File: src/rtl/cbat_pkg.sv
// constants, opcodes and carrier types of the carry/borrow arithmetic slice
// assumes one 20 MHz core clock and a synchronous active-high reset
// Functional notes
// - add-with-carry from working register: 1 byte, 1 clock.
// - add-with-carry from direct byte: 2 bytes, 2 clocks.
// - add-with-carry from pointer indirect RAM: 1 byte, 2 clocks.
// - add-with-carry from immediate: 2 bytes, 2 clocks.
// - subtract-with-borrow working register: 1 byte, 1 clock.
// - subtract-with-borrow direct byte: 2 bytes, 2 clocks.
// - subtract-with-borrow pointer indirect RAM: 1 byte, 2 clocks.
// - subtract-with-borrow immediate: 2 bytes, 2 clocks.
package cbat_pkg;
   localparam int CLK_HZ = 20000000;
   localparam int DATA_W = 8;
   localparam logic [7:0] ACC_RESET = 8'h00;
   localparam logic CARRY_RESET = 1'b0;
   // source selectors
   typedef enum logic [1:0] {
      SRC_WORKING_REG,
      SRC_DIRECT,
      SRC_POINTER_IND,
      SRC_IMMEDIATE
   } cbat_src_t;
   // instruction lengths in bytes and execution times in clocks
   localparam logic [1:0] LEN_WORKING_REG = 2'h1;
   localparam logic [1:0] LEN_DIRECT = 2'h2;
   localparam logic [1:0] LEN_POINTER_IND = 2'h1;
   localparam logic [1:0] LEN_IMMEDIATE = 2'h2;
   localparam logic [1:0] CYC_WORKING_REG = 2'h1;
   localparam logic [1:0] CYC_DIRECT = 2'h2;
   localparam logic [1:0] CYC_POINTER_IND = 2'h2;
   localparam logic [1:0] CYC_IMMEDIATE = 2'h2;
   // one arithmetic request
   typedef struct packed {
      logic subtract; // 1 = subtract_with_borrow, 0 = add_with_carry
      cbat_src_t src;
      logic [7:0] workingReg; // working_register value
      logic [7:0] directByte; // byte from direct address
      logic [7:0] indirectByte; // pointer_indirect_ram byte
      logic [7:0] immediate; // constant from instruction stream
   } cbat_req_t;
   // architectural result
   typedef struct packed {
      logic [7:0] acc;
      logic carry;
   } cbat_res_t;
endpackage

File: src/rtl/cbat_core.sv
// carry/borrow arithmetic slice: accumulator, carry flag and timing control
// assumes requests come from logic on the same core clock; operands are captured
`timescale 1ns/1ps
module cbat_core (
   input wire logic clk, // 20 MHz core clock
   input wire logic rst, // synchronous reset, active high
   input wire logic reqValid, // start one instruction
   input wire cbat_pkg::cbat_req_t req, // instruction and operands
   output logic reqReady, // ready to take a request
   output cbat_pkg::cbat_res_t state, // accumulator and carry
   output logic done, // one-cycle pulse at completion
   output logic [1:0] instrLen // code bytes of the last instruction
);
   import cbat_pkg::*;

   typedef enum logic {IDLE, EXEC} cbat_state_t;

   // clocks spent by the edge that takes a request
   localparam logic [1:0] FIRST_CLK = 2'h1;

   // sequencer state: phase and clocks spent on the running form
   cbat_state_t fsm_q, fsm_d;
   logic [1:0] cnt_q, cnt_d;

   // capture: the request kept for the later clocks of a form
   cbat_req_t held_q, held_d;

   // architectural state: accumulator and the single carry flag
   logic [7:0] acc_q, acc_d;
   logic carry_q, carry_d;

   // retirement marks: completion pulse and code length
   logic done_q, done_d;
   logic [1:0] len_q, len_d;

   // datapath and decode nets
   cbat_req_t active;
   logic [3:0] srcHot;
   logic [7:0] operand;
   logic [7:0] sum;
   logic carryOut;
   logic [1:0] formLen;
   logic [1:0] formCyc;
   logic [1:0] cntNext;
   logic take;
   logic retire;

   // live request while idle, captured request while later clocks run
   assign active = (fsm_q == EXEC) ? held_q : req;

   // one request at a time; refused while a form is still running
   assign reqReady = (fsm_q == IDLE);
   assign take = reqValid && reqReady;

   // code length of the form now in the datapath
   always_comb begin
      unique case (active.src)
         SRC_WORKING_REG: formLen = LEN_WORKING_REG;
         SRC_DIRECT: formLen = LEN_DIRECT;
         SRC_POINTER_IND: formLen = LEN_POINTER_IND;
         SRC_IMMEDIATE: formLen = LEN_IMMEDIATE;
      endcase
   end

   // clocks that the form now in the datapath needs
   always_comb begin
      unique case (active.src)
         SRC_WORKING_REG: formCyc = CYC_WORKING_REG;
         SRC_DIRECT: formCyc = CYC_DIRECT;
         SRC_POINTER_IND: formCyc = CYC_POINTER_IND;
         SRC_IMMEDIATE: formCyc = CYC_IMMEDIATE;
      endcase
   end

   // one-hot source decode for the operand multiplexer
   always_comb begin
      srcHot = 4'h0;
      unique case (active.src)
         SRC_WORKING_REG: srcHot[0] = 1'b1;
         SRC_DIRECT: srcHot[1] = 1'b1;
         SRC_POINTER_IND: srcHot[2] = 1'b1;
         SRC_IMMEDIATE: srcHot[3] = 1'b1;
      endcase
   end

   // operand multiplexer: one and-or gate per bit
   for (genvar i = 0; i < DATA_W; i++) begin : g_operand
      assign operand[i] = |(srcHot & {active.immediate[i], active.indirectByte[i],
         active.directByte[i], active.workingReg[i]});
   end

   // add or subtract with the one flag as carry in and borrow in
   cbat_adder u_adder (
      .acc(acc_q),
      .operand(operand),
      .carryIn(carry_q),
      .subtract(active.subtract),
      .result(sum),
      .carryOut(carryOut)
   );

   // clocks spent once the current clock ends; forms need at most two
   assign cntNext = cnt_q + FIRST_CLK;

   // retire on the last clock of the form: at once, or when its count is up
   always_comb begin
      retire = 1'b0;
      unique case (fsm_q)
         IDLE: retire = take && (formCyc == FIRST_CLK);
         EXEC: retire = (cntNext == formCyc);
      endcase
   end

   // sequencer: enter the later clocks, count them, return to idle
   always_comb begin
      fsm_d = fsm_q;
      cnt_d = cnt_q;
      unique case (fsm_q)
         IDLE: begin
            if (take) begin
               cnt_d = FIRST_CLK;
               if (!retire) begin
                  fsm_d = EXEC;
               end
            end
         end
         EXEC: begin
            cnt_d = cntNext;
            if (retire) begin
               fsm_d = IDLE;
            end
         end
      endcase
   end

   // sequencer registers
   always_ff @(posedge clk) begin
      if (rst) begin
         fsm_q <= IDLE;
         cnt_q <= 2'h0;
      end else begin
         fsm_q <= fsm_d;
         cnt_q <= cnt_d;
      end
   end

   // capture: operands kept for the later clocks of a form
   always_comb begin
      held_d = held_q;
      if (take) begin
         held_d = req;
      end
   end

   // capture register
   always_ff @(posedge clk) begin
      if (rst) begin
         held_q <= '0;
      end else begin
         held_q <= held_d;
      end
   end

   // accumulator: takes the result only when a form retires
   always_comb begin
      acc_d = acc_q;
      if (retire) begin
         acc_d = sum;
      end
   end

   // accumulator register
   always_ff @(posedge clk) begin
      if (rst) begin
         acc_q <= ACC_RESET;
      end else begin
         acc_q <= acc_d;
      end
   end

   // carry flag: carry out of an addition, borrow out of a subtraction
   always_comb begin
      carry_d = carry_q;
      if (retire) begin
         carry_d = carryOut;
      end
   end

   // carry flag register
   always_ff @(posedge clk) begin
      if (rst) begin
         carry_q <= CARRY_RESET;
      end else begin
         carry_q <= carry_d;
      end
   end

   // retirement marks: one-cycle pulse and the length of that form
   always_comb begin
      done_d = 1'b0;
      len_d = len_q;
      if (retire) begin
         done_d = 1'b1;
         len_d = formLen;
      end
   end

   // retirement mark registers
   always_ff @(posedge clk) begin
      if (rst) begin
         done_q <= 1'b0;
         len_q <= 2'h0;
      end else begin
         done_q <= done_d;
         len_q <= len_d;
      end
   end

   // outputs straight from the registers
   assign state = '{acc: acc_q, carry: carry_q};
   assign done = done_q;
   assign instrLen = len_q;
endmodule

File: src/rtl/cbat_adder.sv
// 8-bit add/subtract with carry or borrow in and out
// assumes operands are stable in the cycle they are used
`timescale 1ns/1ps
module cbat_adder (
   input wire logic [7:0] acc, // accumulator
   input wire logic [7:0] operand, // selected operand
   input wire logic carryIn, // carry or borrow flag
   input wire logic subtract, // 1 selects subtraction
   output logic [7:0] result, // 8-bit result
   output logic carryOut // carry out or borrow out
);
   import cbat_pkg::*;
   logic [8:0] wide;
   // subtraction borrows when acc < operand + borrow
   always_comb begin
      if (subtract) begin
         wide = {1'b0, acc} - {1'b0, operand} - {8'h00, carryIn};
      end else begin
         wide = {1'b0, acc} + {1'b0, operand} + {8'h00, carryIn};
      end
      result = wide[7:0];
      carryOut = wide[8];
   end
endmodule

File: config.mk
export PLATFORM = sky130hd
export DESIGN_NAME = cbat_core
export DESIGN_NICKNAME = d
export VERILOG_FILES = /design/src/rtl/cbat_pkg.sv /design/src/rtl/cbat_core.sv /design/src/rtl/cbat_adder.sv
export SDC_FILE = /design/constraint.sdc
export NUM_CORES = 1
export LEC_CHECK = 0
export ABC_AREA = 1
export BUFFER_PORTS_ARGS = -buffer_cell sky130_fd_sc_hd__clkbuf_2
export CAP_MARGIN = 20
export CORE_MARGIN = 1
export CORE_UTILIZATION = 52
export DETAILED_ROUTE_END_ITERATION = 12
export PLACE_DENSITY_LB_ADDON = 0.3
export SLEW_MARGIN = 0
export SYNTH_ARGS = -nofsm -noshare
export SYNTH_HDL_FRONTEND = slang
export SYNTH_SLANG_ARGS = --single-unit
File: constraint.sdc
create_clock -name clk -period 2.6 [get_ports clk]
set_clock_uncertainty 0.15 [all_clocks]
set_input_delay 0.52 -clock clk [delete_from_list [all_inputs] [get_ports clk]]
set_output_delay 0.52 -clock clk [all_outputs]
set_load 0.05 [all_outputs]
After elaboration in Yosys (flattened, before gate mapping):

Cells that the tools add are included.

* register bits: 50
* logic and storage cells: 61

* add/sub/neg operators: 5
* equality and inequality tests: 6
* multiplexer cells: 15
* bitwise operators: 9
* reductions and logical operators: 14

Operators with widths (count)
* $mux W35: 1
* $and A4 B4 Y4: 8
* $reduce_or A4 Y1: 8
* $pmux W2 S2: 3
* $add A8 B8 Y9: 1
* $add A9 B1 Y9: 1
* $mux W9: 1
* $sub A8 B8 Y9: 1
* $sub A9 B1 Y9: 1
* $mux W1: 7
* $eq A2 B1 Y1 const B: 2
* $eq A2 B2 Y1 const B: 2
* $pmux W1 S2: 2
* $reduce_or A2 Y1: 2
* $reduce_or A3 Y1: 1
* $add A2 B1 Y2 const B: 1
* $eq A2 B2 Y1: 1
* $logic_and A1 B1 Y1: 2
* $logic_not A2 Y1: 1
* $mux W2: 1
* $ne A2 B1 Y1 const B: 1
* $not A1 Y1: 1

Longest topological paths before layout:

Gate-level depths: netlist (run 1).

* depth after elaboration: 10
* gate-level depth with buffers: 22
* mapped depth without buffers: 21

Cells and area by module:

A second synthesis (run 1) with hierarchy kept.

* cells, all modules: 528
* area total of the unflattened synthesis: 3379.5 µm²

By module, submodules not included
* cbat_core: times used 1, cells an instance 358, area each 2399.8 µm², sequential area each 1001.0 µm²
* cbat_adder: times used 1, cells an instance 170, area each 979.7 µm², sequential area each 0.0 µm²

Worst setup path after synthesis (run 1):

Ideal clock, no wire load.

* path type: input port to flip-flop
* start point: in req[32] (netlist name)
* end point: reg acc_q[5]
* arrival time: 2.572 ns
* required time: 2.341 ns
* slack: -0.231 ns
* stages: 17
* path through: nand2_4 nand2_8 inv_2 nor2_1 nand2_1 nand4_2 inv_2 fa_1 inv_1 ha_1 or2_2 nand2_1 nand4_1 nand3_1 nand3_1 nand2_1 inv_1

* cells in the longest elaborated chain, start to end: 8
* elaborated cells between the ends (all ways): 32

Ends and longest elaborated chain
* start, declared: line cbat_core.sv:8 `input wire cbat_pkg::cbat_req_t req,`
* $mux W35 *: line cbat_core.sv:49 `assign active = (fsm_q == EXEC) ? held_q : req;`
* $eq A2 B1 Y1, or another cell as far along: line cbat_core.sv:67, cbat_core.sv:78
* $mux W1: line cbat_core.sv:78 `unique case (active.src)`
* $and A4 B4 Y4: line cbat_core.sv:88 `assign operand[i] = |(srcHot & {active.immediate[i], active.indirectByte[i],`
* $reduce_or A4 Y1: line cbat_core.sv:88
* $add A8 B8 Y9 / $sub A8 B8 Y9 (equally long branches): line cbat_adder.sv:19, cbat_adder.sv:17
* $add A9 B1 Y9 / $sub A9 B1 Y9 (equally long branches): line cbat_adder.sv:19, cbat_adder.sv:17
* $mux W9: line cbat_adder.sv:16 `if (subtract) begin`
* end signal, assigned: line cbat_core.sv:175 `acc_q <= ACC_RESET;`
* end signal, assigned: line cbat_core.sv:177 `acc_q <= acc_d;`
* end, declared: line cbat_core.sv:29 `logic [7:0] acc_q, acc_d;`

Mark *: on every way between the ends. The rest lies on a longest branch, timed or not.
A chain may end at the register's enable or synchronous reset.

Final worst setup path (run 1):

* start point: reg fsm_q
* end point: reg acc_q[7]

* cells in the longest elaborated chain, start to end: 8
* elaborated cells between the ends (all ways): 38

Ends and longest elaborated chain
* start, declared: line cbat_core.sv:22 `cbat_state_t fsm_q, fsm_d;`
* start signal, assigned: line cbat_core.sv:142 `fsm_q <= fsm_d;`
* $mux W35: line cbat_core.sv:49
* $eq A2 B1 Y1, or another cell as far along: line cbat_core.sv:67, cbat_core.sv:78
* $mux W1: line cbat_core.sv:78
* $and A4 B4 Y4: line cbat_core.sv:88
* $reduce_or A4 Y1: line cbat_core.sv:88
* $add A8 B8 Y9 / $sub A8 B8 Y9 (equally long branches): line cbat_adder.sv:19, cbat_adder.sv:17
* $add A9 B1 Y9 / $sub A9 B1 Y9 (equally long branches): line cbat_adder.sv:19, cbat_adder.sv:17
* $mux W9: line cbat_adder.sv:16

Parallel ways exist; a longest one is shown, timed or not.

==> results of run 1 <==
## worst max-delay path, delay by kind of cell (launching register included)
kind / cells / cell delay [ns]
adder cells (fa/ha/maj): 2 / 0.67
AO/OA/AOI/OAI: 1 / 0.10
AND/OR/NAND/NOR: 12 / 1.00
buffers and inverters: 3 / 0.33
flip-flops: 1 / 0.43
## sequential cells by signal (all words and copies together), names as in the netlist
name,cells
acc_q,8
carry_q,1
cnt_q,2
done,1
fsm_q,1
held_q,35
instrLen,2
## what timing repair did
item | CTS | global route
pin swaps | 18 | 23
gates cloned | 1 | 1
setup endpoints to repair | 9 | 9
buffers inserted | 4 | 4
resized for setup | 22 | 42
## power breakdown
| group | internal (W) | switching [W] |
|---|---|---|
| registers | 0.000839 | 0.0000545 |
| clock network | 0.000201 | 0.000308 |
| logic | 0.000823 | 0.00115 |
| total | 0.00186 | 0.00151 |
## final timing paths
kind	slack [ns]	startpoint	to	depth (start not counted)
worst max-delay path	-0.19	fsm_q	acc_q[7]	18
worst min-delay path	0.29	req[1]	held_q[1]	3
worst max register to register	-0.19	fsm_q	acc_q[7]	18
worst min register to register	0.33	held_q[31]	held_q[31]	2
## cell families (layout without fill, tap and decap cells)
group	after synthesis	after routing	synth area share, %
compound gates	104	104	16.72
xor+xnor	4	4	1.043
fa+ha+maj	25	25	10.20
buf+inv	112	199	13.63
flops	50	50	29.80
simple gates	212	212	28.60
## layer usage
| metal | track usage (%) | wire length [um] |
|---|---|---|
| met1 | 34.91 | 3991 |
| met2 | 46.78 | 4799 |
| met3 | 5.055 | 595 |
| met4 | 10.70 | 188 |
| met5 | 0 | 0 |
## placed cells by master, fill, tap and decap left out, types with 2 or more instances in the layout
| master | instances |
|---|---|
| a21oi_1 | 14 |
| a21oi_2 | 3 |
| buf_4 | 41 |
| buf_6 | 3 |
| clkbuf_2 | 50 |
| clkbuf_8 | 5 |
| dfxtp_1 | 49 |
| fa_2 | 4 |
| ha_1 | 11 |
| ha_2 | 2 |
| ha_4 | 8 |
| inv_1 | 77 |
| inv_2 | 11 |
| inv_4 | 2 |
| inv_6 | 3 |
| inv_8 | 2 |
| nand2_1 | 113 |
| nand2_2 | 14 |
| nand2_4 | 6 |
| nand2_8 | 4 |
| nand3_1 | 35 |
| nand3_2 | 3 |
| nand4_1 | 10 |
| nor2_1 | 17 |
| nor2_4 | 5 |
| o21ai_0 | 50 |
| o21ai_1 | 10 |
| o21ai_2 | 4 |
| o21bai_1 | 2 |
| o22ai_1 | 19 |
| xor2_1 | 4 |
## layout make-up
cell class	instances	share of cell area, %
Timing Repair Buffer	97	15.03
Sequential cell	50	22.73
Inverter	93	8.579
Multi-Input combinational cell	345	49.24
Timing Repair inverter	1	0.1416
Clock buffer	5	1.557
Clock inverter	3	0.5946
Tap cell	75	2.123
## stage by stage
| stage | util, % | hold WS [ns] | TNS (ns) | power [W] | setup slack, ns |
|---|---|---|---|---|---|
| after floorplan | - | 0.2935 | -0.1213 | 0.002053 | -0.04260 |
| after global placement | 66.72 | 0.3027 | -2.084 | 0.002489 | -0.3063 |
| after CTS | 70.07 | 0.2846 | -0.4892 | 0.003153 | -0.09551 |
| final | 72.91 | 0.2884 | -0.9748 | 0.003374 | -0.1869 |
| after global routing | 72.91 | 0.3018 | -2.059 | 0.003598 | -0.3087 |
| after detailed placement | 66.72 | 0.3098 | -2.640 | 0.002547 | -0.3564 |
==> results.tsv, run 1 <==
stage	metric	value	unit
logic_synthesis	syn_area	3359	sq um
sta	worst_slew_pin_slew	0.5762	ns
clocking	cts_tree	yes	
clocking	numCtsBuffers	5	
clocking	cts.clk_slew.worst_paths	0.11	ns
logic_synthesis	yosysSeqAreaShare	29.80	%
power	power.density	763.5	nW/um^2
clocking	cts.sinks	50	
placed_design	dp.cells	651	
logic_synthesis	ys_types	33	
routing	post-route-drc-count	0	
grt	globalRouteOverflowTotal	0	
worst_setup_path	path_class	reg -> reg	
placed_design	dpl.hpwl	6.554	mm
routing	drtIter0Drc	240	
routing	vias	3657	
logic_synthesis	synth_edf_count	0	
worst_setup_path	worst_ep_arrival_time	2.86	ns
final_layout	diodes	0	
worst_setup_path	crit_slowest_cell	dfxtp_4	
routing	routed_wl	9.574	mm
logic_synthesis	synth_area_leader_cell	dfxtp_1	
power	ir_worst_vdd	0.0005471	V
sta	final_max_slew_viol_count	0	
floorplan	dieWidth	82.38	um
logic_synthesis	synth_ff_type	dfxtp_1	
routing	wl_per_cell	14.31	um
grt	grt_max_degree	55	
logic_synthesis	synthCells	507	
final_layout	register_area	1005	sq um
logic_synthesis	yosys_warnings	0	
floorplan	die_area	6786	sq um
logic_synthesis	synth_top_cell_area_share	29.80	%
worst_setup_path	crit_path_end_kind	flip-flop	
placed_design	place_congestion	0.9321	
placed_design	io_buffer_count	50	
grt	antenna_found_initial	0	
placed_design	dpl_cell_area	4044	sq um
final_layout	nNetsFinal	656	
routing	drt_first_pass_iters	5	
sta	min_period	2.787	ns
grt	grt_use_total	27.73	%
logic_synthesis	synth_nets	570	
clocking	cts_max_level	2	
sta	finalHoldViolCount	0	
power	leakagePower	2.121	nW
final_layout	layout-drive-gt1-share	30.13	%
floorplan	die_h	82.38	um
logic_synthesis	synth-seq-cells	50	
clocking	clock_path_buffers	2	
logic_synthesis	yosysMostFrequentCell	nand2_1	
job	cap_violations	0	
logic_synthesis	avgSynthCellArea	6.626	sq um
final_layout	final.fill_count	470	
worst_setup_path	start_kind	flip-flop	
grt	grt_pass1_wl	14.52	mm
routing	via_per_inst	5.466	
sta	setup_slack	-0.1869	ns
run_status	outcome	finished, violations left	
floorplan	core	6061	sq um
run_status	violations	negative setup slack	
grt	grt_pass1_vias	3389	
logic_synthesis	synthArstFlopShare	0	%
sta	relSlewSlack	61.33	%
min_path	min-delay-path-class	in -> reg	
final_layout	stdcell_area	4419	sq um
sta	rsz0062_at_grt	yes	
routing	antenna_left	0	
final_layout	synthToLayoutAreaGrowth	31.55	%
sta	period_share	107.2	%
clocking	holdBufCountCts	0	
final_layout	layout.cells.non_filler	669	
clocking	clkLatencyLatePin	0.32	ns
sta	fmax	358.8	MHz
final_layout	multi_input_area	2176	sq um
worst_setup_path	path_cells	clkinv_8 -> buf_16 -> nand2_1 -> o21ai_0 -> nand2_1 -> nand4_1 -> ha_4 -> inv_4 -> ha_4 -> nand2_4 -> nor2_4 -> nand2_2 -> nand3_1 -> nand2_1 -> nand3_1 -> nand2_1 -> nor2_1 -> nor2_1	
worst_setup_path	critPathMaxStageDelay	0.43	ns
logic_synthesis	ys_top_cells_by_count	nand2_1 (129), inv_1 (85), o21ai_0 (61)	
clocking	root_buffer	clkbuf_8	
sta	setup_viol	8	
worst_setup_path	required	2.67	ns
floorplan	io_pins	51	
worst_setup_path	cp_common_cell	nand2_1	
logic_synthesis	synth_area_leaders	dfxtp_1 (30%), nand2_1 (14%), inv_1 (9.5%), o21ai_0 (9.1%), ha_1 (7.8%)	
worst_setup_path	cp_max_fo	27	
floorplan	start_util	55.43	%
floorplan	num_rows	28	
Power figures use the tool's default switching activity.
==> run 2: changes to the inputs <==
--- a/config.mk
+++ b/config.mk
@@ -5,7 +5,6 @@
 export SDC_FILE = /design/constraint.sdc
 export NUM_CORES = 1
 export LEC_CHECK = 0
-export ABC_AREA = 1
 export BUFFER_PORTS_ARGS = -buffer_cell sky130_fd_sc_hd__clkbuf_2
 export CAP_MARGIN = 20
 export CORE_MARGIN = 1
==> results.tsv, run 2 <==
stage	metric	value	unit
run_status	outcome	finished, violations left	
run_status	violations	negative setup slack	
logic_synthesis	yosysSeqAreaShare	29.85	%
final_layout	nNetsFinal	576	
worst_setup_path	cp_max_fo	7	
logic_synthesis	synthMuxAreaShare	11.68	%
grt	grt_use_total	28.50	%
grt	grt_max_degree	36	
power	clkPwrFrac	15.5	%
logic_synthesis	synth-seq-cells	50	
grt	globalRouteOverflowTotal	0	
logic_synthesis	synth_edf_count	0	
routing	drtIter0Drc	160	
sta	min_period	3.139	ns
power	ir_worst_vdd	0.0005111	V
clocking	holdBufCountCts	0	
clocking	root_buffer	clkbuf_8	
final_layout	final.fill_count	439	
final_layout	reg_top3	held_q: 35 flops, acc_q: 8 flops	
power	netSwitchingFraction	40.72	%
final_layout	layout-drive-gt1-share	36.77	%
power	p_sw	0.001315	W
final_layout	diodes	0	
logic_synthesis	synthCells	411	
sta	relSlewSlack	53.18	%
min_path	min-delay-path-class	in -> reg	
logic_synthesis	synthXorXnorAreaFrac	2.575	%
worst_setup_path	required	2.68	ns
sta	period_share	120.7	%
logic_synthesis	synthArstFlopShare	0	%
floorplan	num_rows	28	
logic_synthesis	synth_area_leaders	dfxtp_1 (30%), mux2i_1 (11%), nand2_1 (9.5%), ha_1 (7.8%), a21oi_1 (6.4%)	
logic_synthesis	ys_top_cells_by_count	nand2_1 (85), dfxtp_1 (50), a21oi_1 (43)	
final_layout	utilization	74.22	%
floorplan	start_util	55.33	%
worst_setup_path	worst_ep_arrival_time	3.22	ns
grt	antenna_found_initial	0	
routing	vias	3355	
job	cap_violations	0	
logic_synthesis	synth_top_family_by_area	compound AO/OA/AOI/OAI gates	
sta	rsz0062_at_grt	yes	
clocking	cts_max_level	2	
logic_synthesis	synth-compound-area-share	19.81	%
placed_design	io_buffer_count	50	
routing	antenna_left	0	
worst_setup_path	start_kind	flip-flop	
grt	grt_pass1_vias	3212	
logic_synthesis	synth_top_cell_area_share	29.85	%
final_layout	multi_input_area	2405	sq um
final_layout	largest_register_ffs	35	
placed_design	dpl.hpwl	6.857	mm
power	leakagePower	1.895	nW
final_layout	synthToLayoutAreaGrowth	34.14	%
logic_synthesis	synth_adder_area_share	10.22	%
clocking	cts.clk_slew.worst_paths	0.10	ns
routing	routed_wl	9.338	mm
logic_synthesis	syn_area	3353	sq um
routing	post-route-drc-count	0	
sta	fmax	318.6	MHz
power	internal_power	0.001915	W
routing	drt_first_pass_iters	4	
placed_design	place_congestion	0.9305	
worst_setup_path	crit_start	fsm_q	
power	power.density	718.0	nW/um^2
worst_setup_path	crit_path_end_kind	flip-flop	
logic_synthesis	synth_area_leader_cell	dfxtp_1	
logic_synthesis	yosys_warnings	0	
sta	worst_slew_pin_slew	0.6827	ns
sta	final_max_slew_viol_count	0	
routing	wl_per_cell	15.85	um
logic_synthesis	synth_ff_type	dfxtp_1	
logic_synthesis	avgSynthCellArea	8.159	sq um
final_layout	register_area	1007	sq um
sta	setup_viol	9	
clocking	clkLatencyLatePin	0.31	ns
final_layout	top_register	held_q	
floorplan	die_area	6773	sq um
floorplan	io_pins	51	
sta	setup_slack	-0.5388	ns
final_layout	final_common_cell	nand2_1	
floorplan	core	6061	sq um
final_layout	layout.cells.non_filler	589	
floorplan	die_h	82.30	um
routing	via_per_inst	5.696	
clocking	cts_tree	yes	
min_path	hp-start	req[11]	
sta	finalHoldViolCount	0	
grt	grt_pass1_wl	14.54	mm
placed_design	dp.cells	573	
logic_synthesis	synth_nets	474	
power	pwr-share-comb	56.8	%
floorplan	dieWidth	82.30	um
clocking	cts.sinks	50	
worst_setup_path	timing.rr.start	fsm_q	
logic_synthesis	yosysMostFrequentCell	nand2_1	
power	power.share.sequential	27.7	%
clocking	numCtsBuffers	5	
clocking	clock_path_buffers	2	
worst_setup_path	path_class	reg -> reg	
final_layout	layout_common_cells	nand2_1 (85), buf_4 (61), clkbuf_2 (50)	
logic_synthesis	ys_types	54	
logic_synthesis	synth-simple-area-share	19.37	%
run 2: changes by cell type after synthesis, moves of 6 or more:
| cell | previous run | this run |
|---|---|---|
| nand3_1 | 38 | 2 |
| nand2_1 | 129 | 85 |
| xnor2_1 | 0 | 6 |
| mux2i_1 | 0 | 38 |
| o21ai_0 | 61 | 5 |
| o22ai_1 | 19 | 12 |
| nand4_1 | 10 | 0 |
| inv_1 | 85 | 24 |
| buf_2 | 11 | 4 |
| a21oi_1 | 16 | 43 |
run 2: cell families (layout without fill, tap and decap cells):
family,after synthesis,count (layout)
muxes,39,39
xor gates and xnor gates,9,9
buffers and inverters,47,150
adders and majority gates,25,25
and+or+nand+nor,145,145
AOI/OAI and AO/OA,96,96
DFF,50,50
run 2: final timing paths:
path                                    to  slack [ns]  cells after the start
worst max-delay path              acc_q[7]       -0.54                     11
worst min-delay path            held_q[11]        0.28                      3
worst max register to register    acc_q[7]       -0.54                     11
worst min register to register   held_q[7]        0.31                      2
run 2: power by group through the flow:
stage	logic, W	clock network (W)	registers (W)
final	0.00183	0.000500	0.000896
after global routing	0.00198	0.000545	0.000904
after CTS	0.00172	0.000508	0.000894
after detailed placement	0.00165	0	0.000911
after global placement	0.00159	0	0.000906
after floorplan	0.00103	0	0.000994
run 2: final cells by class:
class                      count  area share (%)
clock buffer                   6           1.836
clock inverter                 2          0.3616
inverter                      26           2.281
multi-input combinational    314           53.46
sequential                    50           22.39
tap                           75           2.086
timing repair buffer         116           17.58
run 2: per-stage QoR:
stage / setup WS (ns) / hold slack (ns) / area [sq um] / total power [W] / TNS (ns)
floorplan: -0.4515 / 0.2860 / 3491 / 0.002028 / -2.494
global route: -0.6796 / 0.2810 / 4498 / 0.003434 / -4.555
CTS: -0.5444 / 0.2830 / 4380 / 0.003128 / -3.539
detailed placement: -0.7986 / 0.2965 / 4165 / 0.002559 / -5.906
finish: -0.5388 / 0.2832 / 4498 / 0.003230 / -3.478
global placement: -0.7928 / 0.2908 / 4165 / 0.002499 / -5.424
run 2: metal layers:
layer	part of all wire (%)	global-route usage, %	vias up
li1	-	-	1634
met3	6.0	5.824	25
met4	2.5	10.53	0
met2	49	50.08	100
met5	0	0	-
met1	42	34.01	1596
run 2: critical path, stage by stage, from the launching register on:
cell and delay [ns]:
dfxtp_4 0.44, buf_12 0.15, buf_4 0.13, mux2i_1 0.21, nor2_2 0.07, or4_1 0.54
ha_1 0.29, nand2b_1 0.09, a211o_1 0.38, a221oi_2 0.33, a311oi_2 0.08, o221ai_1 0.19
run 2: what timing repair did:
item / in CTS / in global routing
resized for setup: 18 / 24
pin swaps: 10 / 12
setup endpoints to repair: 9 / 9
buffers inserted: 5 / 3
==> run 3: changes to the inputs <==
--- a/config.mk
+++ b/config.mk
@@ -7,10 +7,9 @@
 export LEC_CHECK = 0
 export BUFFER_PORTS_ARGS = -buffer_cell sky130_fd_sc_hd__clkbuf_2
 export CAP_MARGIN = 20
-export CORE_MARGIN = 1
 export CORE_UTILIZATION = 52
 export DETAILED_ROUTE_END_ITERATION = 12
-export PLACE_DENSITY_LB_ADDON = 0.3
+export PLACE_DENSITY = 0.89
 export SLEW_MARGIN = 0
 export SYNTH_ARGS = -nofsm -noshare
 export SYNTH_HDL_FRONTEND = slang
==> results.tsv, run 3 (same netlist as run 2, synthesis figures left out) <==
stage	metric	value	unit
clocking	cts.clk_slew.worst_paths	0.10	ns
final_layout	reg_top3	held_q: 35 flops, acc_q: 8 flops	
sta	timing.hold.ws	0.2769	ns
run_status	violations	negative setup slack	
floorplan	die_area	6773	sq um
power	internal_power	0.001920	W
power	p_sw	0.001429	W
final_layout	stdcell_area	4534	sq um
routing	drt_first_pass_iters	6	
clocking	cts_tree	yes	
sta	relSlewSlack	62.50	%
sta	setup_slack	-0.8287	ns
routing	post-route-drc-count	0	
grt	grt_use_total	36.12	%
sta	setup_viol	9	
routing	vias	3743	
placed_design	dpl.hpwl	6.614	mm
sta	period_share	131.9	%
sta	finalHoldViolCount	0	
routing	drtIter0Drc	348	
final_layout	layout_common_cells	nand2_1 (84), buf_4 (58), clkbuf_2 (50)	
final_layout	top_register	held_q	
sta	min_period	3.429	ns
final_layout	final_common_cell	nand2_1	
grt	grt_pass1_vias	3747	
final_layout	largest_register_ffs	35	
power	netSwitchingFraction	42.67	%
power	leakagePower	1.892	nW
worst_setup_path	worst_ep_arrival_time	3.52	ns
placed_design	place_congestion	0.9463	
worst_setup_path	crit_slowest_cell	or4_4	
sta	final_max_slew_viol_count	0	
power	power.share.sequential	27.1	%
routing	wl_met2	5.641	mm
placed_design	dp.cells	569	
worst_setup_path	start_kind	flip-flop	
clocking	numCtsBuffers	5	
floorplan	core	6061	sq um
sta	setup_tns	-6.009	ns
placed_design	io_buffer_count	50	
grt	grt_pass1_wl	18.04	mm
final_layout	layout-drive-gt1-share	36.77	%
power	clkPwrFrac	13.8	%
power	power.density	738.6	nW/um^2
grt	grt_max_degree	37	
worst_setup_path	required	2.69	ns
power	fin_total_pwr	0.003349	W
job	cap_violations	0	
clocking	cts_max_level	2	
routing	wl_per_cell	19.80	um
routing	highest_layer	met4	
sta	rsz0062_at_grt	yes	
final_layout	final.fill_count	403	
clocking	clock_path_buffers	2	
power	pwr-share-comb	59.1	%
routing	met3_length	1.006	mm
worst_setup_path	cp_common_cell	fa_2	
worst_setup_path	critPathMaxStageDelay	0.58	ns
sta	fmax	291.7	MHz
clocking	clkLatencyLatePin	0.32	ns
routing	via_per_inst	6.355	
routing	antenna_left	0	
final_layout	nNetsFinal	577	
final_layout	diodes	0	
run_status	outcome	finished, violations left	
floorplan	dieWidth	82.30	um
worst_setup_path	path_class	reg -> reg	
grt	globalRouteOverflowTotal	0	
grt	antenna_found_initial	0	
routing	wl_met1	4.200	mm
worst_setup_path	crit_path_end_kind	flip-flop	
floorplan	die_h	82.30	um
worst_setup_path	path_cells	buf_6 -> mux2i_4 -> nor2_2 -> or4_4 -> fa_2 -> inv_4 -> fa_2 -> nor3b_2 -> o21ai_2 -> xnor2_1 -> or4_1 -> o211ai_1	
placed_design	dpl_cell_area	4098	sq um
worst_setup_path	cp_max_fo	6	
floorplan	num_rows	28	
clocking	cts.sinks	50	
floorplan	start_util	55.33	%
clocking	root_buffer	clkbuf_8	
routing	routed_wl	11.66	mm
floorplan	io_pins	51	
sta	worst_slew_pin_slew	0.5626	ns
final_layout	layout.cells.non_filler	589	
power	ir_worst_vdd	0.0004879	V
min_path	min-delay-path-class	in -> reg	
final_layout	synthToLayoutAreaGrowth	35.22	%
## run 3: stage by stage
stage               worst slack, ns  util [%]
global route                -0.8648     74.81
floorplan                   -0.4515         -
detailed placement          -0.7963     67.61
CTS                         -0.5974     73.76
finish                      -0.8287     74.81
global placement            -0.7413     67.61
## run 3: path summary, 6_finish.rpt
path / startpoint / endpoint / slack, ns / depth (start not counted)
min reg2reg: held_q[18] / held_q[18] / 0.31 / 2
min: req[7] / held_q[7] / 0.28 / 3
max: fsm_q / acc_q[6] / -0.83 / 12
max reg2reg: fsm_q / acc_q[6] / -0.83 / 12
## run 3: what timing repair did
| item | 4_1_cts | 5_1_grt |
|---|---|---|
| pin swaps | 27 | 5 |
| hold buffers | 0 | 0 |
| buffers inserted | 14 | 1 |
| gates resized for setup | 37 | 15 |
| setup endpoints to repair | 9 | 9 |
## run 3: critical path: cells and delay by family, from the launching register on
kind,cells,cell delay (ns)
mux,1,0.29
xor+xnor,1,0.09
buf+inv,2,0.25
compound gates,2,0.27
simple gates,4,1.15
flops,1,0.46
fa+ha+maj,2,0.71
## run 3: area by class of cell
class	count	area, sq um	share of cell area [%]
multi-input cells	314	2429	53.56
clock buffers	5	68.82	1.518
clock inverters	2	15.01	0.3311
inverters	26	105.1	2.318
repair buffers	117	817.0	18.02
flip-flops and latches	50	1006	22.19
well taps	75	93.84	2.070
## run 3: power by group through the flow
stage | clock network (W) | logic [W] | registers (W)
detailed placement | 0 | 0.00158 | 0.000915
finish | 0.000464 | 0.00198 | 0.000907
CTS | 0.000463 | 0.00177 | 0.000900
global route | 0.000496 | 0.00208 | 0.000916
global placement | 0 | 0.00152 | 0.000910
floorplan | 0 | 0.00103 | 0.000994
## run 3: metal layers
layer / GRT usage [%] / up-vias
met5: 0 / -
met4: 24.04 / 0
met3: 8.571 / 82
met1: 39.42 / 1740
li1: - / 1637
met2: 62.07 / 284
